==> src/tsc_pkg.sv <==
/*
  tsc_pkg: register map, field layout, reset values, codes and timing
  constants of the touch sensor control and status block.
  Assumes a 40 MHz system clock.
*/
package tsc_pkg;

  // =========================================================
  // register offsets
  localparam logic [7:0] OFS_GEN_CTRL_ONE     = 8'h08;
  localparam logic [7:0] OFS_GEN_CTRL_TWO     = 8'h09;
  localparam logic [7:0] OFS_REF_RENEW_LOW    = 8'h0a;
  localparam logic [7:0] OFS_REF_RENEW_HIGH   = 8'h0b;
  localparam logic [7:0] OFS_CH_FREEZE_LOW    = 8'h0c;
  localparam logic [7:0] OFS_CH_FREEZE_HIGH   = 8'h0d;
  localparam logic [7:0] OFS_CAL_DIS_LOW      = 8'h0e;
  localparam logic [7:0] OFS_CAL_DIS_HIGH     = 8'h0f;
  localparam logic [7:0] OFS_TOUCH_CH1_4      = 8'h10;
  localparam logic [7:0] OFS_TOUCH_CH5_8      = 8'h11;
  localparam logic [7:0] OFS_TOUCH_CH9_12     = 8'h12;

  // =========================================================
  // reset values and writable masks
  localparam logic [7:0] RST_GEN_CTRL_ONE     = 8'h23;
  localparam logic [7:0] RST_GEN_CTRL_TWO     = 8'h04;
  localparam logic [7:0] RST_REF_RENEW_LOW    = 8'hfe;
  localparam logic [7:0] RST_REF_RENEW_HIGH   = 8'h0f;
  localparam logic [7:0] RST_CH_FREEZE_LOW    = 8'hfe;
  localparam logic [7:0] RST_CH_FREEZE_HIGH   = 8'h0f;
  localparam logic [7:0] RST_CAL_DIS_LOW      = 8'h00;
  localparam logic [7:0] RST_CAL_DIS_HIGH     = 8'h00;
  localparam logic [7:0] MASK_GEN_CTRL_TWO    = 8'h0f;
  localparam logic [7:0] MASK_HIGH_CHANNELS   = 8'h0f;
  localparam logic [7:0] READ_UNMAPPED        = 8'h00;

  // =========================================================
  // field positions
  localparam int MODE_BIT    = 7;
  localparam int WIN_HI      = 6;
  localparam int WIN_LO      = 5;
  localparam int LVL_HI      = 4;
  localparam int LVL_LO      = 3;
  localparam int RTC_HI      = 2;
  localparam int RTC_LO      = 0;
  localparam int SOFT_RST_BIT = 3;
  localparam int SLEEP_BIT   = 2;
  localparam int NUM_CH      = 12;

  // =========================================================
  // codes
  localparam logic [1:0] CODE_NONE   = 2'h0;
  localparam logic [1:0] CODE_LOW    = 2'h1;
  localparam logic [1:0] CODE_MIDDLE = 2'h2;
  localparam logic [1:0] CODE_HIGH   = 2'h3;
  localparam logic [1:0] LVL_ANY     = 2'h1;
  localparam logic [1:0] LVL_HIGH    = 2'h3;

  // =========================================================
  // timing
  localparam int unsigned CLK_HZ         = 40_000_000;
  localparam int unsigned UNIT_TIME_MSEC = 10;
  localparam int unsigned UNIT_CYCLES    = CLK_HZ / 1000 * UNIT_TIME_MSEC;
  localparam int unsigned WIN_STEP_S     = 5;
  localparam int unsigned WIN_STEP_UNITS = WIN_STEP_S * 1000 / UNIT_TIME_MSEC;
  localparam logic [5:0]  RTC_ADD        = 6'h02;
  localparam int unsigned SLEEP_SHIFT    = 2;

  typedef enum logic {CAL_WINDOW, CAL_RUN} tsc_cal_state_t;

endpackage : tsc_pkg

==> src/tsc_divider.sv <==
/*
  tsc_divider: one-cycle enable pulse every LIMIT clocks.
  Assumes a synchronous active-high reset.
*/
`timescale 1ns/1ps
module tsc_divider
  import tsc_pkg::*;
#(
  parameter int unsigned LIMIT = UNIT_CYCLES
) (
  input  wire logic clk_in,     // system clock
  input  wire logic reset_in,   // sync reset, high
  output logic      tick_out    // one-cycle pulse
);

  logic [31:0] cnt_r;
  logic [31:0] cnt_nxt;
  logic        tick_nxt;

  always_comb begin
    tick_nxt = 1'b0;
    cnt_nxt  = cnt_r + 32'h1;
    if (cnt_r == 32'(LIMIT - 1)) begin
      cnt_nxt  = 32'h0;
      tick_nxt = 1'b1;
    end
  end

  always_ff @(posedge clk_in) begin
    if (reset_in) begin
      cnt_r    <= 32'h0;
      tick_out <= 1'b0;
    end else begin
      cnt_r    <= cnt_nxt;
      tick_out <= tick_nxt;
    end
  end

endmodule // tsc_divider

==> src/tsc_channel.sv <==
/*
  tsc_channel: touch code holder of one sensing channel.
  Assumes the front end sample is stable at the period tick.
*/
`timescale 1ns/1ps
module tsc_channel
  import tsc_pkg::*;
(
  input  wire logic       clk_in,          // system clock
  input  wire logic       reset_in,        // sync reset, high
  input  wire logic       period_tick_in,  // response period end
  input  wire logic       freeze_in,       // channel held
  input  wire logic [1:0] sample_in,       // front end intensity
  output logic      [1:0] code_out         // reported code
);

  logic [1:0] code_nxt;

  always_comb begin
    code_nxt = code_out;
    if (freeze_in) begin
      code_nxt = CODE_NONE;
    end else if (period_tick_in) begin
      code_nxt = sample_in;
    end
  end

  always_ff @(posedge clk_in) begin
    if (reset_in) begin
      code_out <= CODE_NONE;
    end else begin
      code_out <= code_nxt;
    end
  end
endmodule // tsc_channel

==> src/tsc_top.sv <==
/*
  tsc_top: control and status logic of a 12-channel touch sensor.
  Assumes a serial register front end delivering byte accesses,
  and an analog front end taking the enables and giving 2-bit samples.
*/
`timescale 1ns/1ps
module tsc_top
  import tsc_pkg::*;
#(
  parameter int unsigned UNIT_LIMIT = UNIT_CYCLES
) (
  input  wire logic        clk_in,          // 40 MHz clock
  input  wire logic        reset_in,        // reset pin, high
  input  wire logic [7:0]  reg_addr_in,     // register address
  input  wire logic [7:0]  reg_wdata_in,    // write data
  input  wire logic        reg_wr_in,       // write strobe
  input  wire logic        reg_rd_in,       // read strobe
  output logic      [7:0]  reg_rdata_out,   // read data
  input  wire logic        sync_option_in,  // option pin level
  input  wire logic [23:0] sample_in,       // front end codes
  output logic      [11:0] sense_en_out,    // channel sensing on
  output logic      [11:0] calib_en_out,    // channel calibration on
  output logic      [11:0] ref_renew_out,   // channel reference renew
  output logic             cal_fast_out,    // fast calibration rate
  output logic             sleep_out,       // low current mode
  output logic             single_mode_out, // single output mode
  output logic             irq_oe_out,      // interrupt pin pulls low
  output logic             out1_oe_out      // channel 1 pin pulls low
);

  // =========================================================
  // register file
  logic [7:0] ctrl_one_r, ctrl_one_nxt;
  logic [7:0] ctrl_two_r, ctrl_two_nxt;
  logic [7:0] renew_lo_r, renew_lo_nxt;
  logic [7:0] renew_hi_r, renew_hi_nxt;
  logic [7:0] frz_lo_r, frz_lo_nxt;
  logic [7:0] frz_hi_r, frz_hi_nxt;
  logic [7:0] cdis_lo_r, cdis_lo_nxt;
  logic [7:0] cdis_hi_r, cdis_hi_nxt;
  logic [7:0] rdata_nxt;
  logic [23:0] codes;
  logic [23:0] shown;

  always_comb begin
    ctrl_one_nxt = ctrl_one_r;
    ctrl_two_nxt = ctrl_two_r;
    renew_lo_nxt = renew_lo_r;
    renew_hi_nxt = renew_hi_r;
    frz_lo_nxt   = frz_lo_r;
    frz_hi_nxt   = frz_hi_r;
    cdis_lo_nxt  = cdis_lo_r;
    cdis_hi_nxt  = cdis_hi_r;
    if (reg_wr_in) begin
      case (reg_addr_in)
        OFS_GEN_CTRL_ONE:   ctrl_one_nxt = reg_wdata_in;
        // reserved bits stay zero whatever the host writes
        OFS_GEN_CTRL_TWO:   ctrl_two_nxt = reg_wdata_in & MASK_GEN_CTRL_TWO;
        OFS_REF_RENEW_LOW:  renew_lo_nxt = reg_wdata_in;
        OFS_REF_RENEW_HIGH: renew_hi_nxt = reg_wdata_in & MASK_HIGH_CHANNELS;
        OFS_CH_FREEZE_LOW:  frz_lo_nxt   = reg_wdata_in;
        OFS_CH_FREEZE_HIGH: frz_hi_nxt   = reg_wdata_in & MASK_HIGH_CHANNELS;
        OFS_CAL_DIS_LOW:    cdis_lo_nxt  = reg_wdata_in;
        OFS_CAL_DIS_HIGH:   cdis_hi_nxt  = reg_wdata_in & MASK_HIGH_CHANNELS;
        default:            ctrl_one_nxt = ctrl_one_r;
      endcase
    end
    rdata_nxt = reg_rdata_out;
    if (reg_rd_in) begin
      case (reg_addr_in)
        OFS_GEN_CTRL_ONE:   rdata_nxt = ctrl_one_r;
        OFS_GEN_CTRL_TWO:   rdata_nxt = ctrl_two_r;
        OFS_REF_RENEW_LOW:  rdata_nxt = renew_lo_r;
        OFS_REF_RENEW_HIGH: rdata_nxt = renew_hi_r;
        OFS_CH_FREEZE_LOW:  rdata_nxt = frz_lo_r;
        OFS_CH_FREEZE_HIGH: rdata_nxt = frz_hi_r;
        OFS_CAL_DIS_LOW:    rdata_nxt = cdis_lo_r;
        OFS_CAL_DIS_HIGH:   rdata_nxt = cdis_hi_r;
        OFS_TOUCH_CH1_4:    rdata_nxt = shown[7:0];
        OFS_TOUCH_CH5_8:    rdata_nxt = shown[15:8];
        OFS_TOUCH_CH9_12:   rdata_nxt = shown[23:16];
        default:            rdata_nxt = READ_UNMAPPED;
      endcase
    end
  end

  // registers sit with the serial block: only the pin resets them
  always_ff @(posedge clk_in) begin
    if (reset_in) begin
      ctrl_one_r    <= RST_GEN_CTRL_ONE;
      ctrl_two_r    <= RST_GEN_CTRL_TWO;
      renew_lo_r    <= RST_REF_RENEW_LOW;
      renew_hi_r    <= RST_REF_RENEW_HIGH;
      frz_lo_r      <= RST_CH_FREEZE_LOW;
      frz_hi_r      <= RST_CH_FREEZE_HIGH;
      cdis_lo_r     <= RST_CAL_DIS_LOW;
      cdis_hi_r     <= RST_CAL_DIS_HIGH;
      reg_rdata_out <= READ_UNMAPPED;
    end else begin
      ctrl_one_r    <= ctrl_one_nxt;
      ctrl_two_r    <= ctrl_two_nxt;
      renew_lo_r    <= renew_lo_nxt;
      renew_hi_r    <= renew_hi_nxt;
      frz_lo_r      <= frz_lo_nxt;
      frz_hi_r      <= frz_hi_nxt;
      cdis_lo_r     <= cdis_lo_nxt;
      cdis_hi_r     <= cdis_hi_nxt;
      reg_rdata_out <= rdata_nxt;
    end
  end

  // =========================================================
  // decoded fields
  logic        logic_rst;
  logic        mode_fast;
  logic [1:0]  win_sel;
  logic [1:0]  lvl_sel;
  logic [2:0]  rtc;
  logic        sleep;
  logic [11:0] freeze;
  logic [11:0] cal_dis;
  logic [11:0] renew;

  assign logic_rst = reset_in | ctrl_two_r[SOFT_RST_BIT];
  assign mode_fast = ctrl_one_r[MODE_BIT];
  assign win_sel   = ctrl_one_r[WIN_HI:WIN_LO];
  assign lvl_sel   = ctrl_one_r[LVL_HI:LVL_LO];
  assign rtc       = ctrl_one_r[RTC_HI:RTC_LO];
  assign sleep     = ctrl_two_r[SLEEP_BIT];
  assign freeze    = {frz_hi_r[3:0], frz_lo_r};
  assign cal_dis   = {cdis_hi_r[3:0], cdis_lo_r};
  assign renew     = {renew_hi_r[3:0], renew_lo_r};

  // =========================================================
  // time base and response period
  logic       unit_tick;
  logic [5:0] period_len;
  logic [5:0] per_cnt_r, per_cnt_nxt;
  logic       period_tick;

  tsc_divider #(
    .LIMIT (UNIT_LIMIT)
  ) u_unit_div (
    .clk_in   (clk_in),
    .reset_in (logic_rst),
    .tick_out (unit_tick)
  );

  always_comb begin
    period_len = 6'({3'h0, rtc}) + RTC_ADD;
    if (sleep) begin
      period_len = 6'(period_len << SLEEP_SHIFT);
    end
    per_cnt_nxt = per_cnt_r;
    period_tick = 1'b0;
    if (unit_tick) begin
      if (per_cnt_r >= period_len - 6'h1) begin
        per_cnt_nxt = 6'h0;
        period_tick = 1'b1;
      end else begin
        per_cnt_nxt = per_cnt_r + 6'h1;
      end
    end
  end

  // =========================================================
  // power-on fast calibration window
  tsc_cal_state_t cal_state_r, cal_state_nxt;
  logic [11:0]    win_cnt_r, win_cnt_nxt;
  logic [11:0]    win_len;
  logic           alt_r, alt_nxt;

  always_comb begin
    win_len       = 12'(({10'h0, win_sel} + 12'h1) * 12'(WIN_STEP_UNITS));
    cal_state_nxt = cal_state_r;
    win_cnt_nxt   = win_cnt_r;
    alt_nxt       = alt_r;
    case (cal_state_r)
      CAL_WINDOW: begin
        if (unit_tick) begin
          if (win_cnt_r >= win_len - 12'h1) begin
            cal_state_nxt = CAL_RUN;
          end else begin
            win_cnt_nxt = win_cnt_r + 12'h1;
          end
        end
      end
      CAL_RUN: begin
        if (period_tick) begin
          alt_nxt = ~alt_r;
        end
      end
      default: cal_state_nxt = CAL_WINDOW;
    endcase
  end

  always_ff @(posedge clk_in) begin
    if (logic_rst) begin
      per_cnt_r   <= 6'h0;
      cal_state_r <= CAL_WINDOW;
      win_cnt_r   <= 12'h0;
      alt_r       <= 1'b0;
    end else begin
      per_cnt_r   <= per_cnt_nxt;
      cal_state_r <= cal_state_nxt;
      win_cnt_r   <= win_cnt_nxt;
      alt_r       <= alt_nxt;
    end
  end

  // =========================================================
  // channels
  for (genvar i = 0; i < NUM_CH; i++) begin : g_ch
    tsc_channel u_ch (
      .clk_in         (clk_in),
      .reset_in       (logic_rst),
      .period_tick_in (period_tick),
      .freeze_in      (freeze[i]),
      .sample_in      (sample_in[2*i+1:2*i]),
      .code_out       (codes[2*i+1:2*i])
    );
  end

  // single mode reports only the lowest touched channel;
  // interrupt judged on the codes loading at this period end
  logic        found;
  logic        found_new;
  logic        hit;
  logic [23:0] fresh;
  always_comb begin
    shown     = codes;
    fresh     = sample_in;
    found     = 1'b0;
    found_new = 1'b0;
    hit       = 1'b0;
    for (int k = 0; k < NUM_CH; k++) begin
      if (freeze[k]) begin
        fresh[2*k +: 2] = CODE_NONE;
      end
      if (single_mode_out && found) begin
        shown[2*k +: 2] = CODE_NONE;
      end
      if (single_mode_out && found_new) begin
        fresh[2*k +: 2] = CODE_NONE;
      end
      found     = found | (codes[2*k +: 2] != CODE_NONE);
      found_new = found_new | (fresh[2*k +: 2] != CODE_NONE);
    end
    for (int k = 0; k < NUM_CH; k++) begin
      case (lvl_sel)
        LVL_ANY:  hit = hit | (fresh[2*k +: 2] >= CODE_LOW);
        LVL_HIGH: hit = hit | (fresh[2*k +: 2] == CODE_HIGH);
        default:  hit = hit | (fresh[2*k +: 2] >= CODE_MIDDLE);
      endcase
    end
  end

  // =========================================================
  // outputs to pins and front end
  logic irq_nxt;
  always_comb begin
    irq_nxt = irq_oe_out;
    if (period_tick) begin
      irq_nxt = hit;
    end
  end

  always_ff @(posedge clk_in) begin
    if (logic_rst) begin
      sense_en_out    <= 12'h000;
      calib_en_out    <= 12'h000;
      ref_renew_out   <= 12'h000;
      cal_fast_out    <= 1'b1;
      sleep_out       <= 1'b0;
      single_mode_out <= 1'b0;
      irq_oe_out      <= 1'b0;
      out1_oe_out     <= 1'b0;
    end else begin
      sense_en_out    <= ~freeze;
      calib_en_out    <= ~freeze & ~cal_dis;
      ref_renew_out   <= renew & ~freeze;
      cal_fast_out    <= mode_fast | (cal_state_nxt == CAL_WINDOW) | alt_nxt;
      sleep_out       <= sleep;
      single_mode_out <= sync_option_in;
      irq_oe_out      <= irq_nxt;
      out1_oe_out     <= (codes[1:0] != CODE_NONE);
    end
  end
endmodule // tsc_top

==> config.mk <==
export PLATFORM = sky130hd
export DESIGN_NAME = tsc_top
export DESIGN_NICKNAME = d
export VERILOG_FILES = /design/src/tsc_pkg.sv /design/src/tsc_divider.sv /design/src/tsc_channel.sv /design/src/tsc_top.sv
export SDC_FILE = /design/constraint.sdc
export NUM_CORES = 1
export LEC_CHECK = 0
export ABC_AREA = 1
export BUFFER_PORTS_ARGS = -buffer_cell sky130_fd_sc_hd__buf_2
export CAP_MARGIN = 20
export CORE_MARGIN = 8
export CORE_UTILIZATION = 50
export CTS_BUF_LIST = sky130_fd_sc_hd__clkbuf_4 sky130_fd_sc_hd__clkbuf_8
export CTS_CLUSTER_DIAMETER = 80
export DETAILED_ROUTE_END_ITERATION = 16
export PLACE_DENSITY = 0.72
export SETUP_SLACK_MARGIN = 0.1
export SLEW_MARGIN = 20
export SYNTH_ARGS = -nofsm -noshare
export SYNTH_HDL_FRONTEND = slang
export SYNTH_SLANG_ARGS = --single-unit
==> constraint.sdc <==
create_clock -name clk_in -period 11.29 [get_ports clk_in]
set_clock_uncertainty 0.2 [all_clocks]
set_input_delay 3.387 -clock clk_in [delete_from_list [all_inputs] [get_ports clk_in]]
set_output_delay 3.387 -clock clk_in [all_outputs]
set_load 0.005 [all_outputs]
==> results.toml, run 1 <==
[clocking]
cts_h_tree_depth = 4
tritoncts.num_buffers = 17
cts_tree = "yes"
maximum_clock_path_buffer_count = 2
numClockSinks = 174
cts-root-buf = "clkbuf_8"
holdBufCountCts = 0
clk_latency_ns = 0.46
post-cts-setup-buffer-count = 0
number_of_resized_instances_in_the_post_cts_repair_step = 0
clkTransAtPathRegs_ns = 0.09

[synthesis]
synth.avg_cell_area_um2 = 7.48
synth_compound_gate_area_share_pct = 15.9
synth.ff_latch_count = 174
synth_xor_area_share_pct = 2.54
synth-simple-area-share_pct = 26.6
ys.flop_type = "dfxtp_1"
yosysWarnings = 0
synth_top_area_share_pct = 42.0
postSynth.asyncResetShare_pct = 0
synth-adder-area-share_pct = 4.56
synth_top_family_by_area = "simple AND/OR/NAND/NOR gates"
number_of_enable_flip_flop_cells_after_synthesis = 0
synth_top_cells_by_count = "nand2_1, dfxtp_1, nor2_1"
synth_fp_nets = 1181
synthDistinctLibCells = 53
synth_top_area_cell = "dfxtp_1"
most_used_standard_cell_by_instance_count_after_synthesis = "nand2_1"
synth_cells = 1107
synth.yosys.seq_area_share_pct = 42.0
leading_cell_types_by_total_area_after_synthesis = "dfxtp_1, nand2_1, nor2_1"
post_synth_mux_area_share_pct = 0
netlist_area_before_placement_mm2 = 0.00828

[setup_path]
crit_chain = "buf_2, nor2_1, clkinv_1, buf_4, nor2_1, o21ai_0, a21oi_1"
critical-path-top-cell-by-count = "nor2_1"
type_of_the_worst_setup_path = "input pin to register"
slowest_delay_ns = 0.82
critical_path_required_ns = 11.47
critical_path.top_delay_family = "simple AND/OR/NAND/NOR gates"
crit_path_max_fanout = 30
timing.critical_path.from_type = "input pin"
critical_path_arrival_ns = 5.80
buffering_stage_count_on_the_worst_path_with_inverters_included = 3
critPathCaptureType = "register"
crit_start = "reset_in"
critical_r2r_launch = "ctrl_one_r[1]"
timing.critical_path.slowest_stage_cell = "nor2_1"

[floorplan]
floorplan.die_area_mm2 = 0.0209
start_util_pct = 50.5
core_area_mm2 = 0.0164
std_cell_rows = 47
floorplan.die.height_um = 145
design.portCount = 94
dieWidth_um = 145

[drt]
mean_number_of_vias_per_cell = 5.36
routedWlPerCell_um = 15.6
totalWireLength_mm = 22.3
remaining_routing_drc_violations = 0
antenna_left = 0
vias = 7655
drt_pass1_iterations = 7
drt_first_iter_violations = 759

[finish]
final_layout_size_suffix_gt1_share_pct = 13.7
multi_input_area_mm2 = 0.00412
n_fill_cell = 1565
diodes = 0
area.sequential_mm2 = 0.00348
design.final.nets = 1268
finalNonFillerCells = 1427
areaGrowthSynthToFinish_pct = 12.3

[hold_path]
hold_class = "register to register"
worstHoldStart = "cdis_hi_r[2]"

[flow_run]
max_cap_viol_count = 0

[sta]
slew_violations = 0
tightest_slew_ns = 1.08
tns_ns = 0
report.final.setup_viol = 0
rsz_0062_raised_after_global_routing = "false"
period_minus_slack_ns = 5.62
hold_viol_final = 0
timing.max_slew.rel_slack_pct = 28.0
achievable-frequency_mhz = 178
period_share_pct = 49.8

[global_route]
grt_first_pass_wirelength_mm = 35.1
first_global_vias = 6909
grt_start_max_net_pins = 34
global_route.overflow_total = 0
grt_usage_pct = 21.4
antenna_found_initial = 0

[place]
io_buffer_count = 93
dpl_cells = 1395
gpl.final_weighted_congestion = 0.967
hpwl_reported_at_the_end_of_detailed_placement_mm = 17.2

[power_and_ir_drop]
power.static_leakage_nw = 4.10
power_density_mw_per_mm2 = 115
max-vdd-ir-drop_uv = 76.2

[status]
outcome = "complete, no violations"
## kinds of logic after synthesis
kind of cell,after synthesis
AOI/OAI and AO/OA,225
xor gates and xnor gates,24
adders and majority gates,29
buffers and inverters,178
DFF,174
and+or+nand+nor,477
## layout by cell type, fill, tap and decap left out, drive strengths merged, types with 3 or more instances in the layout
cell type / netlist / layout
xnor2: 6 / 6
clkinv: 2 / 7
o21ai: 71 / 71
dfxtp: 174 / 174
o211a: 4 / 4
buf: 7 / 95
nor4: 15 / 15
clkbuf: 20 / 18
nand2: 181 / 181
nor2: 161 / 161
nand3b: 3 / 3
a21oi: 83 / 83
o211ai: 34 / 34
o21a: 4 / 4
o22ai: 7 / 7
nor3b: 7 / 7
inv: 149 / 156
ha: 27 / 27
a221oi: 3 / 3
nand4: 17 / 17
a31oi: 8 / 8
nand3: 54 / 54
nor3: 33 / 33
or2: 4 / 4
xor2: 18 / 18
o2111ai: 3 / 3
## cell type report
class                           instances  area share (%)
Clock buffer                           18            2.66
Clock inverter                         14            1.33
Inverter                              151            6.09
Multi-Input combinational cell        755            44.2
Sequential cell                       174            37.5
Tap cell                              220            2.96
Timing Repair Buffer                   95            5.25
## registers in the layout, summed over array words and instances (netlist names), 6 cells and up
| register | cells |
|---|---|
| sense_en_out | 12 |
| calib_en_out | 12 |
| u_unit_div.cnt_r | 32 |
| reg_rdata_out | 8 |
| ref_renew_out | 12 |
| win_cnt_r | 12 |
| frz_lo_r | 8 |
| renew_lo_r | 8 |
| g_ch.u_ch.code_out | 24 |
| per_cnt_r | 6 |
| ctrl_one_r | 8 |
| cdis_lo_r | 8 |
## power by group
| part | switching (W) | total, W | internal (W) |
|---|---|---|---|
| Clock | 0.000246 | 0.000412 | 0.000166 |
| Sequential | 0.00000245 | 0.000618 | 0.000616 |
| Combinational | 0.0000292 | 0.0000424 | 0.0000132 |
## layer usage
layer / wire, um / global-route usage, %
met5: 0 / 0
met4: 364 / 6.19
met3: 1690 / 3.90
met2: 9790 / 32.4
met1: 10400 / 30.2
## final timing paths
| path | slack (ns) | endpoint | cells after the start |
|---|---|---|---|
| worst max register to register | 6.66 | irq_oe_out | 22 |
| worst min register to register | 0.22 | calib_en_out[10] | 1 |
| worst max-delay path | 5.67 | g_ch[7].u_ch.code_out[1] | 7 |
| worst min-delay path | 0.22 | calib_en_out[10] | 1 |
## through the flow
stage | area (um2) | hold WS, ns | worst slack [ns] | utilization, % | power [W]
2_1_floorplan | 8280 | 0.189 | 6.36 | - | 0.000654
6_report | 9300 | 0.216 | 5.67 | 56.7 | 0.00107
3_3_place_gp | 8910 | 0.202 | 5.21 | 54.3 | 0.000673
5_1_grt | 9300 | 0.237 | 5.46 | 56.7 | 0.00111
3_5_place_dp | 8930 | 0.205 | 5.14 | 54.4 | 0.000674
4_1_cts | 9300 | 0.219 | 5.64 | 56.7 | 0.00108
Power figures use the tool's default switching activity.
==> run 2: changes to the inputs <==
ABC_AREA = 0   (was 1)
clock period = 5.8 ns   (was 11.29 ns; I/O delays follow)
==> results.toml, run 2 <==
[drt]
mean_number_of_vias_per_cell = 5.80
vias = 7334
remaining_routing_drc_violations = 0
uppermost_signal_routing_layer_after_detailed_routing = "met4"
route.met2.wl_mm = 9.93
totalWireLength_mm = 22.3
wl_met1_mm = 10.3
antenna_left = 0
routedWlPerCell_um = 17.6
drt_first_iter_violations = 716
met3WireLength_mm = 1.62
drt_pass1_iterations = 5

[synthesis]
synthDistinctLibCells = 77
most_used_standard_cell_by_instance_count_after_synthesis = "dfxtp_1"
synth_top_cells_by_count = "dfxtp_1, nand2_1, nor2_1"
synth.avg_cell_area_um2 = 8.67
synth_top_area_cell = "dfxtp_1"
netlist_area_before_placement_mm2 = 0.00838
leading_cell_types_by_total_area_after_synthesis = "dfxtp_1, nand2_1, mux2i_1"
number_of_enable_flip_flop_cells_after_synthesis = 0
synth.yosys.seq_area_share_pct = 41.6
yosysWarnings = 0
postSynth.asyncResetShare_pct = 0
ys.flop_type = "dfxtp_1"
synth_cells = 966
synth_fp_nets = 1040
synth.ff_latch_count = 174
synth_top_area_share_pct = 41.6

[power_and_ir_drop]
p_total_w = 0.00219
power.static_leakage_nw = 3.69
power_density_mw_per_mm2 = 235
max-vdd-ir-drop_uv = 183

[global_route]
grt_usage_pct = 21.0
antenna_found_initial = 1
first_global_vias = 6971
grt_first_pass_wirelength_mm = 36.5
grt_start_max_net_pins = 53
global_route.overflow_total = 0

[floorplan]
std_cell_rows = 47
design.portCount = 94
start_util_pct = 50.9
dieWidth_um = 145
floorplan.die_area_mm2 = 0.0212
core_area_mm2 = 0.0165
floorplan.die.height_um = 145

[setup_path]
crit_start = "ctrl_one_r[5]"
timing.critical_path.from_type = "register"
timing.rr.end = "win_cnt_r[6]"
critical_r2r_launch = "ctrl_one_r[5]"
worst-r2r-setup-slack_ns = 1.04
type_of_the_worst_setup_path = "register to register"
endpoint = "win_cnt_r[6]"
rr_worst_depth = 14
crit_path_max_fanout = 13
critPathCaptureType = "register"
critical_path_required_ns = 5.98
critical_path_arrival_ns = 4.94

[place]
io_buffer_count = 93
dpl_cells = 1232
hpwl_reported_at_the_end_of_detailed_placement_mm = 16.2
gpl.final_weighted_congestion = 0.894

[finish]
finalNonFillerCells = 1265
design.final.nets = 1105
largest_register_ffs = 32
registers.top_by_ff_count = "u_unit_div.cnt_r"
final_layout_size_suffix_gt1_share_pct = 14.9
postLayoutCoreUtil_pct = 56.7
layout.cells.most_common = "dfxtp_1"
areaGrowthSynthToFinish_pct = 11.5
layout_common_cells = "dfxtp_1, nand2_1, nor2_1"
layout_top_registers = "u_unit_div.cnt_r (32), g_ch.u_ch.code_out (24)"
n_fill_cell = 1512

[sta]
hold_viol_final = 0
slew_violations = 0
tightest_slew_ns = 0.983
tns_ns = 0
timing.max_slew.rel_slack_pct = 34.3
report.final.setup_viol = 0
period_minus_slack_ns = 4.76
period_share_pct = 82.1
rsz_0062_raised_after_global_routing = "false"
achievable-frequency_mhz = 210

[clocking]
numClockSinks = 174
clkTransAtPathRegs_ns = 0.10
post-cts-setup-buffer-count = 0
cts_h_tree_depth = 4
cts_tree = "yes"
clk_latency_ns = 0.46
cts-root-buf = "clkbuf_8"
number_of_resized_instances_in_the_post_cts_repair_step = 0
tritoncts.num_buffers = 17
maximum_clock_path_buffer_count = 2
holdBufCountCts = 0

[hold_path]
hold_class = "register to register"

[flow_run]
max_cap_viol_count = 0

[status]
outcome = "complete, no violations"
## run 2: cell count changes after synthesis, moves of 21 or more
cell and change:
a21oi_1 -22, inv_1 -125, mux2i_1 +37, nand2_1 -66, nor2_1 -53, nor2b_1 +21
o211ai_1 -30, o21ai_0 -43
## run 2: kinds of logic after synthesis
family          count (synthesis)  share of synthesized area (%)
fa+ha+maj                      29                           4.51
flops                         174                           41.6
compound gates                159                           12.6
mux                            44                           5.90
xor+xnor                       44                           4.60
simple gates                  440                           26.8
buf+inv                        76                           4.00
## run 2: worst max-delay path: stages, from the launching register on
cell      delay, ns
dfxtp_1        0.47
inv_1          0.18
ha_1           0.37
xnor2_1        0.15
ha_1           0.29
fa_1           0.49
nor4b_1        0.37
xnor2_1        0.12
ha_1           0.18
a21o_1         0.17
a21o_1         0.18
a221oi_2       0.32
o211ai_1       0.42
or4_1          0.61
a21oi_1        0.15
## run 2: worst min path at each step
stage                                   start                   to  slack (ns)  depth (start not counted)
after global routing      u_unit_div.cnt_r[0]  u_unit_div.cnt_r[0]        0.28                          1
after detailed placement  u_unit_div.cnt_r[0]  u_unit_div.cnt_r[0]        0.23                          1
after floorplan                  cdis_hi_r[1]      calib_en_out[9]        0.21                          1
after global placement    u_unit_div.cnt_r[0]  u_unit_div.cnt_r[0]        0.22                          1
after CTS                        cdis_hi_r[2]     calib_en_out[10]        0.25                          1
final                            cdis_hi_r[2]     calib_en_out[10]        0.25                          1
## run 2: per-stage QoR
stage | hold WS, ns | cell area, um2 | worst slack (ns)
floorplan | 0.208 | 8380 | 1.67
global placement | 0.224 | 8920 | 1.24
detailed placement | 0.233 | 8920 | 1.11
CTS | 0.249 | 9340 | 1.06
global route | 0.276 | 9340 | 0.682
finish | 0.249 | 9340 | 1.04
## run 2: layer usage
| metal | global-route usage, % | vias up |
|---|---|---|
| met3 | 4.17 | 32 |
| met4 | 7.76 | 0 |
| met5 | 0 | - |
| li1 | - | 3551 |
| met1 | 28.8 | 3475 |
| met2 | 31.9 | 276 |
## run 2: cell type report
| class | count | area, um2 | share of cell area (%) |
|---|---|---|---|
| inverter | 24 | 90.1 | 0.965 |
| clock buffer | 17 | 234 | 2.51 |
| antenna | 1 | 2.50 | 0.0268 |
| sequential | 174 | 3480 | 37.3 |
| timing repair buffer | 98 | 503 | 5.39 |
| clock inverter | 15 | 178 | 1.90 |
| multi-input combinational | 716 | 4570 | 49.0 |
| tap | 220 | 275 | 2.95 |
## run 2: power by group
group,switching (W),internal (W)
registers,0.00000443,0.00120
logic,0.0000726,0.0000377
clock network,0.000480,0.000399
==> run 3: changes to the inputs <==
PLACE_DENSITY = 0.75   (was 0.72)
clock period = 4.1 ns   (was 5.8 ns; I/O delays follow)
==> results.toml, run 3 (same netlist as run 2, synthesis figures left out) <==
[power_and_ir_drop]
cellInternalPower_w = 0.00223
clock_power_share_pct = 38.3
power.static_leakage_nw = 3.78
power.share.switching_pct = 25.9
max-vdd-ir-drop_uv = 244
power_density_mw_per_mm2 = 315
pwr-share-comb_pct = 5.3
power.share.sequential_pct = 56.4
power.net_switching_w = 0.000780

[sta]
final.setup.worst_slack_ns = 0.0726
achievable-frequency_mhz = 248
whs_ns = 0.258
period_share_pct = 98.2
period_minus_slack_ns = 4.03
report.final.setup_viol = 0
rsz_0062_raised_after_global_routing = "true"
hold_viol_final = 0
tightest_slew_ns = 0.797
timing.max_slew.rel_slack_pct = 46.7
slew_violations = 0

[place]
pre_cts_slack_ns = -0.138
hpwl_reported_at_the_end_of_detailed_placement_mm = 16.4
gpl.final_weighted_congestion = 0.922
dpl_cell_area_mm2 = 0.00900
io_buffer_count = 93

[setup_path]
rr_worst_depth = 15
worst-r2r-setup-slack_ns = 0.07
critical_r2r_launch = "ctrl_one_r[6]"
crit_path_max_fanout = 6
timing.rr.end = "win_cnt_r[10]"
timing.critical_path.from_type = "register"
critical_path_arrival_ns = 4.19
crit_chain = "inv_2, ha_4, xnor2_4, ha_2, fa_1, nor4b_2, xnor2_1, ha_2, a21o_1, a21o_1, a221oi_4, o211ai_1, buf_4, o31a_1, o21a_1"
type_of_the_worst_setup_path = "register to register"
slowest_delay_ns = 0.46
timing.critical_path.slowest_stage_cell = "fa_1"
critPathCaptureType = "register"
critical_path_required_ns = 4.27

[clocking]
holdBufCountCts = 0
maximum_clock_path_buffer_count = 2
clkTransAtPathRegs_ns = 0.09
numClockSinks = 174
tritoncts.num_buffers = 17
clk_latency_ns = 0.47
cts_h_tree_depth = 4
cts-root-buf = "clkbuf_8"
cts_tree = "yes"

[drt]
remaining_routing_drc_violations = 0
mean_number_of_vias_per_cell = 5.79
antenna_left = 0
routedWlPerCell_um = 17.8
vias = 7438
drt_pass1_iterations = 6
totalWireLength_mm = 22.8
drt_first_iter_violations = 871

[global_route]
global_route.overflow_total = 0
grt_usage_pct = 21.1
grt_first_pass_wirelength_mm = 36.7
first_global_vias = 6973
grt_start_max_net_pins = 53
antenna_found_initial = 0

[finish]
postLayoutCoreUtil_pct = 58.0
layout.cell_area.non_filler_mm2 = 0.00956
layout.cells.most_common = "dfxtp_1"
diodes = 0
design.final.nets = 1126
areaGrowthSynthToFinish_pct = 14.1
final_layout_size_suffix_gt1_share_pct = 17.7
largest_register_ffs = 32
layout_top_registers = "u_unit_div.cnt_r (32), g_ch.u_ch.code_out (24)"
registers.top_by_ff_count = "u_unit_div.cnt_r"
layout_common_cells = "dfxtp_1, nand2_1, nor2_1"

[status]
outcome = "complete, no violations"

[floorplan]
floorplan.die.height_um = 145
dieWidth_um = 145
std_cell_rows = 47
core_area_mm2 = 0.0165
design.portCount = 94
start_util_pct = 50.9
floorplan.die_area_mm2 = 0.0212

[hold_path]
holdPathStages = 1
hold_path_end = "u_unit_div.cnt_r[0]"
worstHoldStart = "u_unit_div.cnt_r[0]"
hold_class = "register to register"

[flow_run]
max_cap_viol_count = 0
==> run 3: cell count changes in the layout (fill, tap and decap cells not counted), sizes merged <==
cell,delta
buf,+21
inv,-2
bufinv,-2
diode,-1
clkbuf,+4
==> run 3: worst max-delay path, delay by kind of cell (launching register included) <==
kind	cells	cell delay, ns
AO/OA/AOI/OAI	6	1.36
XOR/XNOR	2	0.24
adder cells (fa/ha/maj)	4	1.16
buffers and inverters	2	0.26
flip-flops	1	0.36
AND/OR/NAND/NOR	1	0.36
==> run 3: layout make-up <==
type                    instances  area (um2)
inverters                      24        90.1
fillers                      1487        6910
repair buffers                119         672
multi-input cells             716        4660
well taps                     220         275
flip-flops and latches        174        3490
clock inverters                11         100
clock buffers                  21         277
==> run 3: what timing repair did <==
action,in CTS,in global routing
gates cloned,0,0
resized for setup,10,6
endpoints found under the setup margin,10,13
pin swaps,9,21
setup buffers,7,5
==> run 3: power groups by stage <==
stage	clock network [W]	registers, W	logic [W]
2_1_floorplan	0	0.00174	0.0000913
3_3_place_gp	0	0.00174	0.000153
3_5_place_dp	0	0.00174	0.000154
4_1_cts	0.00117	0.00170	0.000155
5_1_grt	0.00123	0.00170	0.000171
6_report	0.00115	0.00170	0.000160
==> run 3: metrics by stage <==
stage	total power (W)	cells	setup TNS, ns
final	0.00301	1285	0
after global placement	0.00189	1241	0
after detailed placement	0.00189	1241	-0.418
after global routing	0.00311	1285	-0.289
after CTS	0.00302	1280	0
after floorplan	0.00183	966	0
==> run 3: how the worst max path moves through the flow <==
stage,from,endpoint,slack [ns],cells after the start
2_1_floorplan,ctrl_one_r[6],win_cnt_r[11],0.12,15
3_3_place_gp,ctrl_one_r[5],win_cnt_r[4],0.1,15
3_5_place_dp,ctrl_one_r[6],win_cnt_r[4],-0.14,15
4_1_cts,ctrl_one_r[6],win_cnt_r[10],0.10,15
5_1_grt,ctrl_one_r[5],win_cnt_r[2],-0.08,16
6_report,ctrl_one_r[6],win_cnt_r[10],0.07,15
==> run 3: metal layers <==
metal | GRT usage (%) | vias to the layer above | routed length, um
met3 | 5.50 | 27 | 1640
li1 | - | 3601 | -
met4 | 6.45 | 0 | 306
met2 | 32.4 | 269 | 10300
met1 | 28.4 | 3541 | 10600
met5 | 0 | - | 0
